--- src/hw/umcls_params.svh ---
// Constants for the modem control and line status block.
`ifndef UMCLS_PARAMS_SVH
`define UMCLS_PARAMS_SVH
// ----------------------------------------
// Modem control field positions
// ----------------------------------------
`define UMCLS_MC_DTR 0
`define UMCLS_MC_RTS 1
`define UMCLS_MC_THR_EN 2
`define UMCLS_MC_LOOP 4
`define UMCLS_MC_XON_ANY 5
`define UMCLS_MC_IRDA 6
`define UMCLS_MC_CLKDIV 7
// Bits 7..5 and 2 are write protected by the enhanced write enable.
`define UMCLS_MC_PROT_MASK 8'hE4
`define UMCLS_MC_RESET 8'h00
// ----------------------------------------
// Line status field positions
// ----------------------------------------
`define UMCLS_LS_DATA 0
`define UMCLS_LS_OVR 1
`define UMCLS_LS_PAR 2
`define UMCLS_LS_FRM 3
`define UMCLS_LS_BRK 4
`define UMCLS_LS_THRE 5
`define UMCLS_LS_TEMT 6
`define UMCLS_LS_FERR 7
// ----------------------------------------
// Register selectors on the host port
// ----------------------------------------
`define UMCLS_SEL_MODEM_CONTROL 4'h4
`define UMCLS_SEL_LINE_STATUS 4'h5
`define UMCLS_SEL_MODEM_STATUS 4'h6
`define UMCLS_SEL_FLOW_THRESHOLD 4'h6
`define UMCLS_SEL_TRIGGER_LEVEL 4'h7
`define UMCLS_SEL_PIN_LEVEL 4'hB
`define UMCLS_FIFO_DEPTH 64
`endif

--- src/hw/umcls_pkg.sv ---
// Types shared by the modem control and line status block.
package umcls_pkg;
  typedef enum logic [1:0] {
    UMCLS_ERR_IDLE = 2'b00,
    UMCLS_ERR_ADD = 2'b01,
    UMCLS_ERR_BOTH = 2'b11,
    UMCLS_ERR_SUB = 2'b10
  } umcls_err_op_t;
endpackage

--- src/hw/umcls_core.sv ---
// Modem control and line status logic for one UART channel.
`timescale 1ns/1ns
`default_nettype none
`include "umcls_params.svh"
module umcls_core #(
  parameter int FIFO_DEPTH = `UMCLS_FIFO_DEPTH
) (
  // Clock and reset
  input wire logic core_clk,
  input wire logic reset,
  // Host register port
  input wire logic [3:0] reg_sel,
  input wire logic reg_wr,
  input wire logic reg_rd,
  input wire logic [7:0] reg_wdata,
  output logic [7:0] reg_rdata,
  output logic flow_threshold_wr,
  output logic trigger_level_wr,
  output logic pin_level_wr,
  output logic [7:0] pin_level_wdata,
  input wire logic enhanced_write_en,
  // Receiver side
  input wire logic rx_push,
  input wire logic [7:0] rx_data,
  input wire logic rx_stop_bad,
  input wire logic rx_parity_bad,
  input wire logic rx_line_low_frame,
  input wire logic rx_overrun,
  input wire logic rx_pop,
  input wire logic rx_fifo_not_empty,
  input wire logic [2:0] rx_head_flags,
  output logic [7:0] rx_store_data,
  output logic [2:0] rx_store_flags,
  output logic rx_store_en,
  // Transmitter side
  input wire logic tx_holding_empty,
  input wire logic tx_shifter_empty,
  input wire logic tx_serial_out,
  output logic tx_pin,
  output logic rx_serial_in,
  input wire logic rx_pin,
  // Modem lines
  input wire logic auto_rts_en,
  input wire logic auto_rts_level,
  input wire logic dtr_pin_selected,
  input wire logic pin_level_dtr_bit,
  input wire logic cts_n_pin,
  input wire logic dsr_n_pin,
  output logic rts_n_pin,
  output logic dtr_n_pin,
  output logic cts_status,
  output logic dsr_status,
  output logic xon_any_en,
  output logic loopback_en,
  output logic irda_mode,
  output logic clk_div4
);
  logic [7:0] modem_control;
  logic overrun;
  logic fifo_err;
  logic break_now;
  logic [7:0] next_modem_control;

  // ----------------------------------------
  // Register access
  // ----------------------------------------
  function automatic logic [7:0] merge_mc(input logic [7:0] old, input logic [7:0] wd, input logic en);
    logic [7:0] mask;
    mask = en ? 8'hFF : ~(`UMCLS_MC_PROT_MASK);
    merge_mc = (wd & mask) | (old & ~mask);
  endfunction

  always_comb begin
    next_modem_control = merge_mc(modem_control, reg_wdata, enhanced_write_en);
  end

  always_ff @(posedge core_clk) begin
    if (reset) begin
      modem_control <= `UMCLS_MC_RESET;
    end else if (reg_wr && reg_sel == `UMCLS_SEL_MODEM_CONTROL) begin
      modem_control <= next_modem_control;
    end
  end

  // Flow threshold shares its selector with modem status; bit two picks both threshold registers.
  always_ff @(posedge core_clk) begin
    if (reset) begin
      flow_threshold_wr <= 1'b0;
      trigger_level_wr <= 1'b0;
      pin_level_wr <= 1'b0;
      pin_level_wdata <= 8'h00;
    end else begin
      flow_threshold_wr <= reg_wr && modem_control[`UMCLS_MC_THR_EN] && enhanced_write_en
        && reg_sel == `UMCLS_SEL_FLOW_THRESHOLD;
      trigger_level_wr <= reg_wr && modem_control[`UMCLS_MC_THR_EN] && enhanced_write_en
        && reg_sel == `UMCLS_SEL_TRIGGER_LEVEL;
      pin_level_wr <= reg_wr && reg_sel == `UMCLS_SEL_PIN_LEVEL;
      pin_level_wdata <= reg_wdata;
    end
  end

  // ----------------------------------------
  // Line status
  // ----------------------------------------
  umcls_err_count #(
    .DEPTH(FIFO_DEPTH)
  ) u_err_count (
    .core_clk(core_clk),
    .reset(reset),
    .push_err(rx_push && (rx_stop_bad || rx_parity_bad || rx_line_low_frame)),
    .pop_err(rx_pop && (rx_head_flags != 3'b000)),
    .any_err(fifo_err)
  );

  // Overrun: a new overrun in the read cycle wins over the clear.
  always_ff @(posedge core_clk) begin
    if (reset) begin
      overrun <= 1'b0;
    end else if (rx_overrun) begin
      overrun <= 1'b1;
    end else if (reg_rd && reg_sel == `UMCLS_SEL_LINE_STATUS && !modem_control[`UMCLS_MC_THR_EN]) begin
      overrun <= 1'b0;
    end
  end

  assign break_now = rx_line_low_frame;

  // Flags travel with the character into the FIFO, so they surface at the head.
  always_ff @(posedge core_clk) begin
    if (reset) begin
      rx_store_en <= 1'b0;
      rx_store_data <= 8'h00;
      rx_store_flags <= 3'b000;
    end else begin
      rx_store_en <= rx_push;
      rx_store_data <= break_now ? 8'h00 : rx_data;
      rx_store_flags <= {break_now, rx_stop_bad, rx_parity_bad};
    end
  end

  always_ff @(posedge core_clk) begin
    if (reset) begin
      reg_rdata <= 8'h00;
    end else if (reg_rd && reg_sel == `UMCLS_SEL_MODEM_CONTROL) begin
      reg_rdata <= modem_control;
    end else if (reg_rd && reg_sel == `UMCLS_SEL_LINE_STATUS) begin
      reg_rdata <= {fifo_err,
        tx_holding_empty && tx_shifter_empty,
        tx_holding_empty,
        rx_fifo_not_empty ? rx_head_flags : 3'b000,
        overrun || rx_overrun,
        rx_fifo_not_empty};
    end else if (reg_rd && reg_sel == `UMCLS_SEL_MODEM_STATUS && !modem_control[`UMCLS_MC_THR_EN]) begin
      reg_rdata <= {2'b00, dsr_status, cts_status, 4'h0};
    end else begin
      reg_rdata <= 8'h00;
    end
  end

  // ----------------------------------------
  // Modem lines and loopback
  // ----------------------------------------
  always_ff @(posedge core_clk) begin
    if (reset) begin
      rts_n_pin <= 1'b1;
      dtr_n_pin <= 1'b1;
      tx_pin <= 1'b1;
      rx_serial_in <= 1'b1;
      cts_status <= 1'b0;
      dsr_status <= 1'b0;
    end else if (modem_control[`UMCLS_MC_LOOP]) begin
      // Pins idle inactive while the channel talks to itself.
      rts_n_pin <= 1'b1;
      dtr_n_pin <= 1'b1;
      tx_pin <= 1'b1;
      rx_serial_in <= tx_serial_out;
      cts_status <= modem_control[`UMCLS_MC_RTS];
      dsr_status <= modem_control[`UMCLS_MC_DTR];
    end else begin
      rts_n_pin <= auto_rts_en ? auto_rts_level : ~modem_control[`UMCLS_MC_RTS];
      // The pin level register bit has no path here while the pin is DTR.
      dtr_n_pin <= dtr_pin_selected ? ~modem_control[`UMCLS_MC_DTR] : pin_level_dtr_bit;
      tx_pin <= tx_serial_out;
      rx_serial_in <= rx_pin;
      cts_status <= ~cts_n_pin;
      dsr_status <= ~dsr_n_pin;
    end
  end

  always_ff @(posedge core_clk) begin
    if (reset) begin
      xon_any_en <= 1'b0;
      loopback_en <= 1'b0;
      irda_mode <= 1'b0;
      clk_div4 <= 1'b0;
    end else begin
      xon_any_en <= modem_control[`UMCLS_MC_XON_ANY];
      loopback_en <= modem_control[`UMCLS_MC_LOOP];
      irda_mode <= modem_control[`UMCLS_MC_IRDA];
      clk_div4 <= modem_control[`UMCLS_MC_CLKDIV];
    end
  end
endmodule
`default_nettype wire

--- src/hw/umcls_err_count.sv ---
// Counter of receive FIFO entries that carry an error flag.
`timescale 1ns/1ns
`default_nettype none
module umcls_err_count #(
  parameter int DEPTH = 64
) (
  // Clock and reset
  input wire logic core_clk,
  input wire logic reset,
  // Events
  input wire logic push_err,
  input wire logic pop_err,
  // Result
  output logic any_err
);
  localparam int CW = $clog2(DEPTH+1);
  localparam logic [CW-1:0] FULL = CW'(DEPTH);
  logic [CW-1:0] count;
  umcls_pkg::umcls_err_op_t op;

  always_comb begin
    op = umcls_pkg::umcls_err_op_t'({pop_err, push_err});
  end

  always_ff @(posedge core_clk) begin
    if (reset) begin
      count <= '0;
    end else begin
      case (op)
        // The FIFO never holds more than DEPTH entries, so the count stops there.
        umcls_pkg::UMCLS_ERR_ADD: count <= (count != FULL) ? count + 1'b1 : count;
        umcls_pkg::UMCLS_ERR_SUB: count <= (count != '0) ? count - 1'b1 : count;
        default: count <= count;
      endcase
    end
  end

  // Zero only when no erroneous character remains anywhere.
  assign any_err = (count != '0);
endmodule
`default_nettype wire

--- config.mk ---
export PLATFORM = sky130hd
export DESIGN_NAME = umcls_core
export DESIGN_NICKNAME = d
export VERILOG_FILES = /design/src/hw/umcls_pkg.sv /design/src/hw/umcls_core.sv /design/src/hw/umcls_err_count.sv
export VERILOG_INCLUDE_DIRS = /design/src /design/src/hw
export SDC_FILE = /design/constraint.sdc
export NUM_CORES = 1
export LEC_CHECK = 0
export BUFFER_PORTS_ARGS = -buffer_cell sky130_fd_sc_hd__buf_2
export CAP_MARGIN = 20
export CORE_MARGIN = 2
export CORE_UTILIZATION = 48
export CTS_CLUSTER_DIAMETER = 150
export DETAILED_ROUTE_END_ITERATION = 12
export GPL_TIMING_DRIVEN = 0
export PLACE_DENSITY = 0.77
export SETUP_SLACK_MARGIN = 0.15
export SYNTH_ARGS = -nofsm -noshare
export SYNTH_HDL_FRONTEND = slang
export SYNTH_HIERARCHICAL = 1
export SYNTH_SLANG_ARGS = --single-unit
--- constraint.sdc ---
create_clock -name core_clk -period 2.8 [get_ports core_clk]
set_input_delay 0.14 -clock core_clk [delete_from_list [all_inputs] [get_ports core_clk]]
set_output_delay 0.14 -clock core_clk [all_outputs]
set_load 0.01 [all_outputs]
* Word-level counts from Yosys, hierarchy flattened
Index checks and enable logic that the tools add are counted.
** Cells by class
- Mux-type cells :: 15
- Equality and inequality tests :: 10
- Bitwise logic cells :: 8
- $add $sub $neg :: 2
- Reductions and logical operators :: 25
** Operator list (number)
- $mux 8 :: 3
- $and 8x8->8 :: 2
- $eq 4x3->1 const B :: 4
- $logic_and 1x1->1 :: 14
- $mux 7 :: 2
- $pmux 7 s2 :: 1
- $not 8->8 :: 1
- $or 8x8->8 :: 1
- $add 7x1->7 const B :: 1
- $mux 1 :: 7
- $ne 7x7->1 const B :: 1
- $reduce_bool 7->1 :: 1
- $sub 7x1->7 const B :: 1
- $mux 6 :: 1
- $eq 4x4->1 const B :: 1
- $not 1->1 :: 4
- $reduce_bool 2->1 :: 2
- $reduce_or 2->1 :: 2
- $logic_or 1x1->1 :: 3
- $mux 3 :: 1
- $reduce_and 3->1 :: 1
- $reduce_bool 3->1 :: 1
- $eq 2x1->1 const B :: 1
- $eq 2x2->1 const B :: 1
- other kinds (3) :: 3
** Storage, ports and cells
- Logic and storage cells :: 81
- Bits of input ports :: 45
- Output and inout bits :: 41
- Register bits :: 57

* Depth between registers and ports, before layout
- Depth after elaboration :: 6
- Depth in mapped cells :: 9
- Depth with buffers taken out :: 8

* Cells and area by module
Netlist, hierarchy kept.
** By module, submodules not included
- umcls_core :: area each 1715.4 um2, times used 1, seq. area each 1001.0 um2, cells an instance 151
- umcls_err_count :: area each 559.3 um2, times used 1, seq. area each 140.1 um2, cells an instance 70

* Worst setup path before layout
OpenSTA, ideal clock, no wires.
- Kind :: in2reg
- Start :: input rx_head_flags[1]
- End :: register u_err_count.count[6]
- Setup time :: 0.123 ns
- Setup slack :: 0.509 ns
- Stages on the path :: 9
- Data arrival time :: 2.168 ns
- Cell sequence :: o31a_1 > nand2b_1 > clkbuf_1 > xnor2_1 > ha_1 > nand2_1 > or4b_1 > a22oi_1 > mux2_1
** On the way
- Word-level cells in the longest chain between the ends :: 5
- Elaborated cells on any way between the ends :: 9
- Those cells by class :: eq/ne (4); mux (1); reduce/logical (4)
** Ends and longest elaborated chain
- from (decl) :: line umcls_core.sv:31 : input wire logic [2:0] rx_head_flags,
- $reduce_bool 3->1 (*) :: line umcls_core.sv:111 : .pop_err(rx_pop && (rx_head_flags != 3'b000)),
- $logic_and 1x1->1 (*) :: line umcls_core.sv:111
- $eq 2x1->1 / $eq 2x2->1 (equally long branches) :: line umcls_err_count.sv:29 : case (op)
- $ne 2x1->1 (no source line), or another cell as far along
- $reduce_and 3->1 (no source line)
- to (signal assigned) :: line umcls_err_count.sv:31 : umcls_pkg::UMCLS_ERR_ADD: count <= (count != FULL) ? count + 1'b1 : count;
- to (signal assigned) :: line umcls_err_count.sv:32 : umcls_pkg::UMCLS_ERR_SUB: count <= (count != '0) ? count - 1'b1 : count;
- to (signal assigned) :: line umcls_err_count.sv:33 : default: count <= count;
- to (decl) :: line umcls_err_count.sv:18 : logic [CW-1:0] count;
Mark *: on every way between the ends. The rest lies on a longest branch, timed or not.
A chain may end at the register's enable or synchronous reset.

* Worst setup path after layout
- Start :: input rx_head_flags[1]
- End :: register u_err_count.count[4]
The elaborated chain is that of the path after synthesis.

==> run metrics <==
outcome complete, no violations; die area 0.00531 mm2; initial antenna violation count 0; die width 72.8 um; CTS tree built; CTS H-Tree Depth 3; routability cong. 0.902; CP Depth 10; Post-DRT Antenna Nets 0; fraction of layout cells with a size suffix above 1 0.386; chip height 72.8 um; pin count of the biggest net entering global routing 11; DRT Pass-1 Iters 4; Mean Syn Cell Area 10.3 um2; # rows 25; Final period util 0.866; Sink Count 57; Setup violations, final 0; wire per inst 13.5 um; CP max stage delay 0.50 ns; Vias per Instance 5.13; fin. max-slew vios 0; Crit. End Element flop; R2R setup slack 0.64 ns; WL final 5180 um; Yosys cell types 50; setup TNS 0 ns; RR Startpoint u_err_count/count[1]$_SDFFE_PP0P_; Async SR Flop Fraction 0; vias in the first global route 1781; IR drop worst, VDD 0.293 mV; Setup Crit Path Kind in2reg; PwrDens 633 mW/mm2; Post-Syn Area 0.00227 mm2; Hold Path Origin rx_data[5]; Final Critical Period 2.43 ns; P_leak 1.38 nW; Top delay family on crit path simple AND/OR/NAND/NOR gates; highest-delay cell along the critical path nor4b_1; Detailed Route Iter0 Violations 123; clk slew on worst S/H paths 0.07 ns; RR Endpoint u_err_count/count[4]$_SDFFE_PP0P_; Worst-Skew Late Latency 0.33 ns; syn nets 267; total gr overflow 0; Setup crit start kind primary input; Root Buffer clkbuf_8; worst min-delay path class in2reg; Final Hold Vio Count 0; Layout area overhead 34.0%; Final HPWL DP 3740 um; Max FO, Critical Path 9; EDFF count, synth 0; starting density of the core 0.488; RSZ-0062 raised after global routing no; Max Cap Violations 0; CP required 3.02 ns; Ant. Diodes 0; Clock Skews 0.00612 ns; synth warn 6; Max Freq 0.412 GHz; total power 1.93 mW; Hold Path Cell Cnt 2; critical path arrival 2.65 ns; slew margin rel. 0.624; Hold EP rx_store_data[5]$_SDFF_PP0_; # nets final 370; synthesized flop and latch total 57; core footprint 0.00466 mm2; Filler Cell Count 374; Synth Instances 221; CTS buffer count 9; postcts setup bufs 0; Worst Max-Slew Pin Slew 0.556 ns; crit path buf inv count 2; first-pass GRT wire length 8170 um; worst reg2reg path depth 6; Port Buf Inserts 85; register area share after synthesis 0.502; CTS Buffer Depth 2; DRC Markers 0; routed vias 1964; total track usage 0.206; # IOs 86; critical path cell sequence buf_2, o31a_1, nand2b_1, clkbuf_1, xnor2_1, ha_1, nor4b_1, nand2_1, a22oi_1, mux2_1; Synth Flop Type dfxtp_1
-- Yosys cell counts (all sizes together) (3+ instances only) --
master  number  area [um2]
a21oi        7        35.0
a22oi        4        30.0
a32o         3        30.0
and2        10        63.8
buf          7        46.3
dfxtp       57        1140
mux2        12         150
nand2       12        45.0
nand2b       5        31.3
nand3        6        35.0
nand3b       4        42.5
nand4        4        25.0
nor2        18        70.1
nor2b       30         188
nor3         7        40.0
o21ai        3        15.0
-- where the power goes --
| group | switching (mW) | leakage (nW) | internal, mW |
|---|---|---|---|
| Clock | 0.320 | 0.106 | 0.496 |
| Combinational | 0.127 | 0.803 | 0.117 |
| Sequential | 0.0256 | 0.467 | 0.845 |
-- worst register-to-register path, stage by stage (launching register included) --
cell and delay (ns):
dfxtp_1 0.47, xnor2_1 0.12, ha_1 0.26, nor4b_1 0.50
nand2_1 0.13, a22oi_1 0.23, mux2_1 0.35
-- cell usage in the layout (no fill, tap or decap), types with 4 or more instances in the layout --
master         synthesis  layout
nand2b_1               5       5
clkbuf_8               0       9
nor3_1                 6       6
a21oi_1                7       7
dfxtp_1               57      57
nand3_1                5       5
nor2b_1               30      30
a22oi_1                4       4
nand4_1                4       4
mux2_4                 4       4
nand2_1               12      12
and2_1                 9       9
mux2_1                 4       4
dlygate4sd3_1          0       7
mux2_2                 4       4
buf_2                  4      89
nor2_1                17      17
-- routing by layer --
metal  share of wire  track usage  vias up
li1                -            -      984
met1            0.45        0.253      893
met2            0.46        0.325       77
met3           0.067       0.0801       10
met4           0.016       0.0844        0
met5               0            0        -
-- registers in the layout, summed over array words and instances, names as in the netlist, 3 cells and up, named ones only --
signal             cells
reg_rdata              8
modem_control          4
rx_store_data          8
pin_level_wdata        8
u_err_count/count      7
rx_store_flags         3
-- cell type report --
cell class | count | area, um2 | share of cell area
multi-input combinational | 153 | 1070 | 0.352
clock buffer | 10 | 128 | 0.0419
tap | 54 | 67.6 | 0.0222
buffer | 9 | 53.8 | 0.0177
inverter | 2 | 7.51 | 0.00246
clock inverter | 6 | 82.6 | 0.0271
timing repair buffer | 92 | 495 | 0.163
sequential | 57 | 1140 | 0.374
-- stage by stage --
stage,util,worst slack (ns),cells,area [um2],hold slack [ns]
6_report,0.654,0.374,383,3050,0.0176
3_3_place_gp,0.594,0.134,360,2770,0.339
3_5_place_dp,0.594,0.0437,360,2770,0.344
4_1_cts,0.654,0.392,383,3050,0.00273
5_1_grt,0.654,0.222,383,3050,0.0122
2_1_floorplan,-,0.509,221,2270,0.220
-- worst max path at each step --
stage / slack [ns] / endpoint / start
finish: 0.37 / u_err_count/count[4]$_SDFFE_PP0P_ / rx_head_flags[1]
global route: 0.22 / u_err_count/count[4]$_SDFFE_PP0P_ / rx_head_flags[1]
CTS: 0.39 / u_err_count/count[4]$_SDFFE_PP0P_ / rx_head_flags[1]
detailed placement: 0.04 / u_err_count/count[4]$_SDFFE_PP0P_ / rx_head_flags[1]
global placement: 0.13 / u_err_count/count[6]$_SDFFE_PP0P_ / rx_head_flags[1]
floorplan: 0.51 / u_err_count/count[6]$_SDFFE_PP0P_ / rx_head_flags[1]
-- cells by family (layout without fill, tap and decap cells) --
group | after synthesis | in the layout | synth area share
XOR/XNOR | 1 | 1 | 0.00385
multiplexers | 12 | 12 | 0.0660
buffers and inverters | 11 | 119 | 0.0270
AO/OA/AOI/OAI | 34 | 34 | 0.117
AND/OR/NAND/NOR | 105 | 105 | 0.279
adder cells (fa/ha/maj) | 1 | 1 | 0.00550
flip-flops | 57 | 57 | 0.502
-- timing repair --
action,4_1_cts,5_1_grt
setup endpoints to repair,0,0
endpoints found under the hold margin,7,0
resized for setup,0,0
hold buffers,7,0
(Power assumes the default switching activity.)
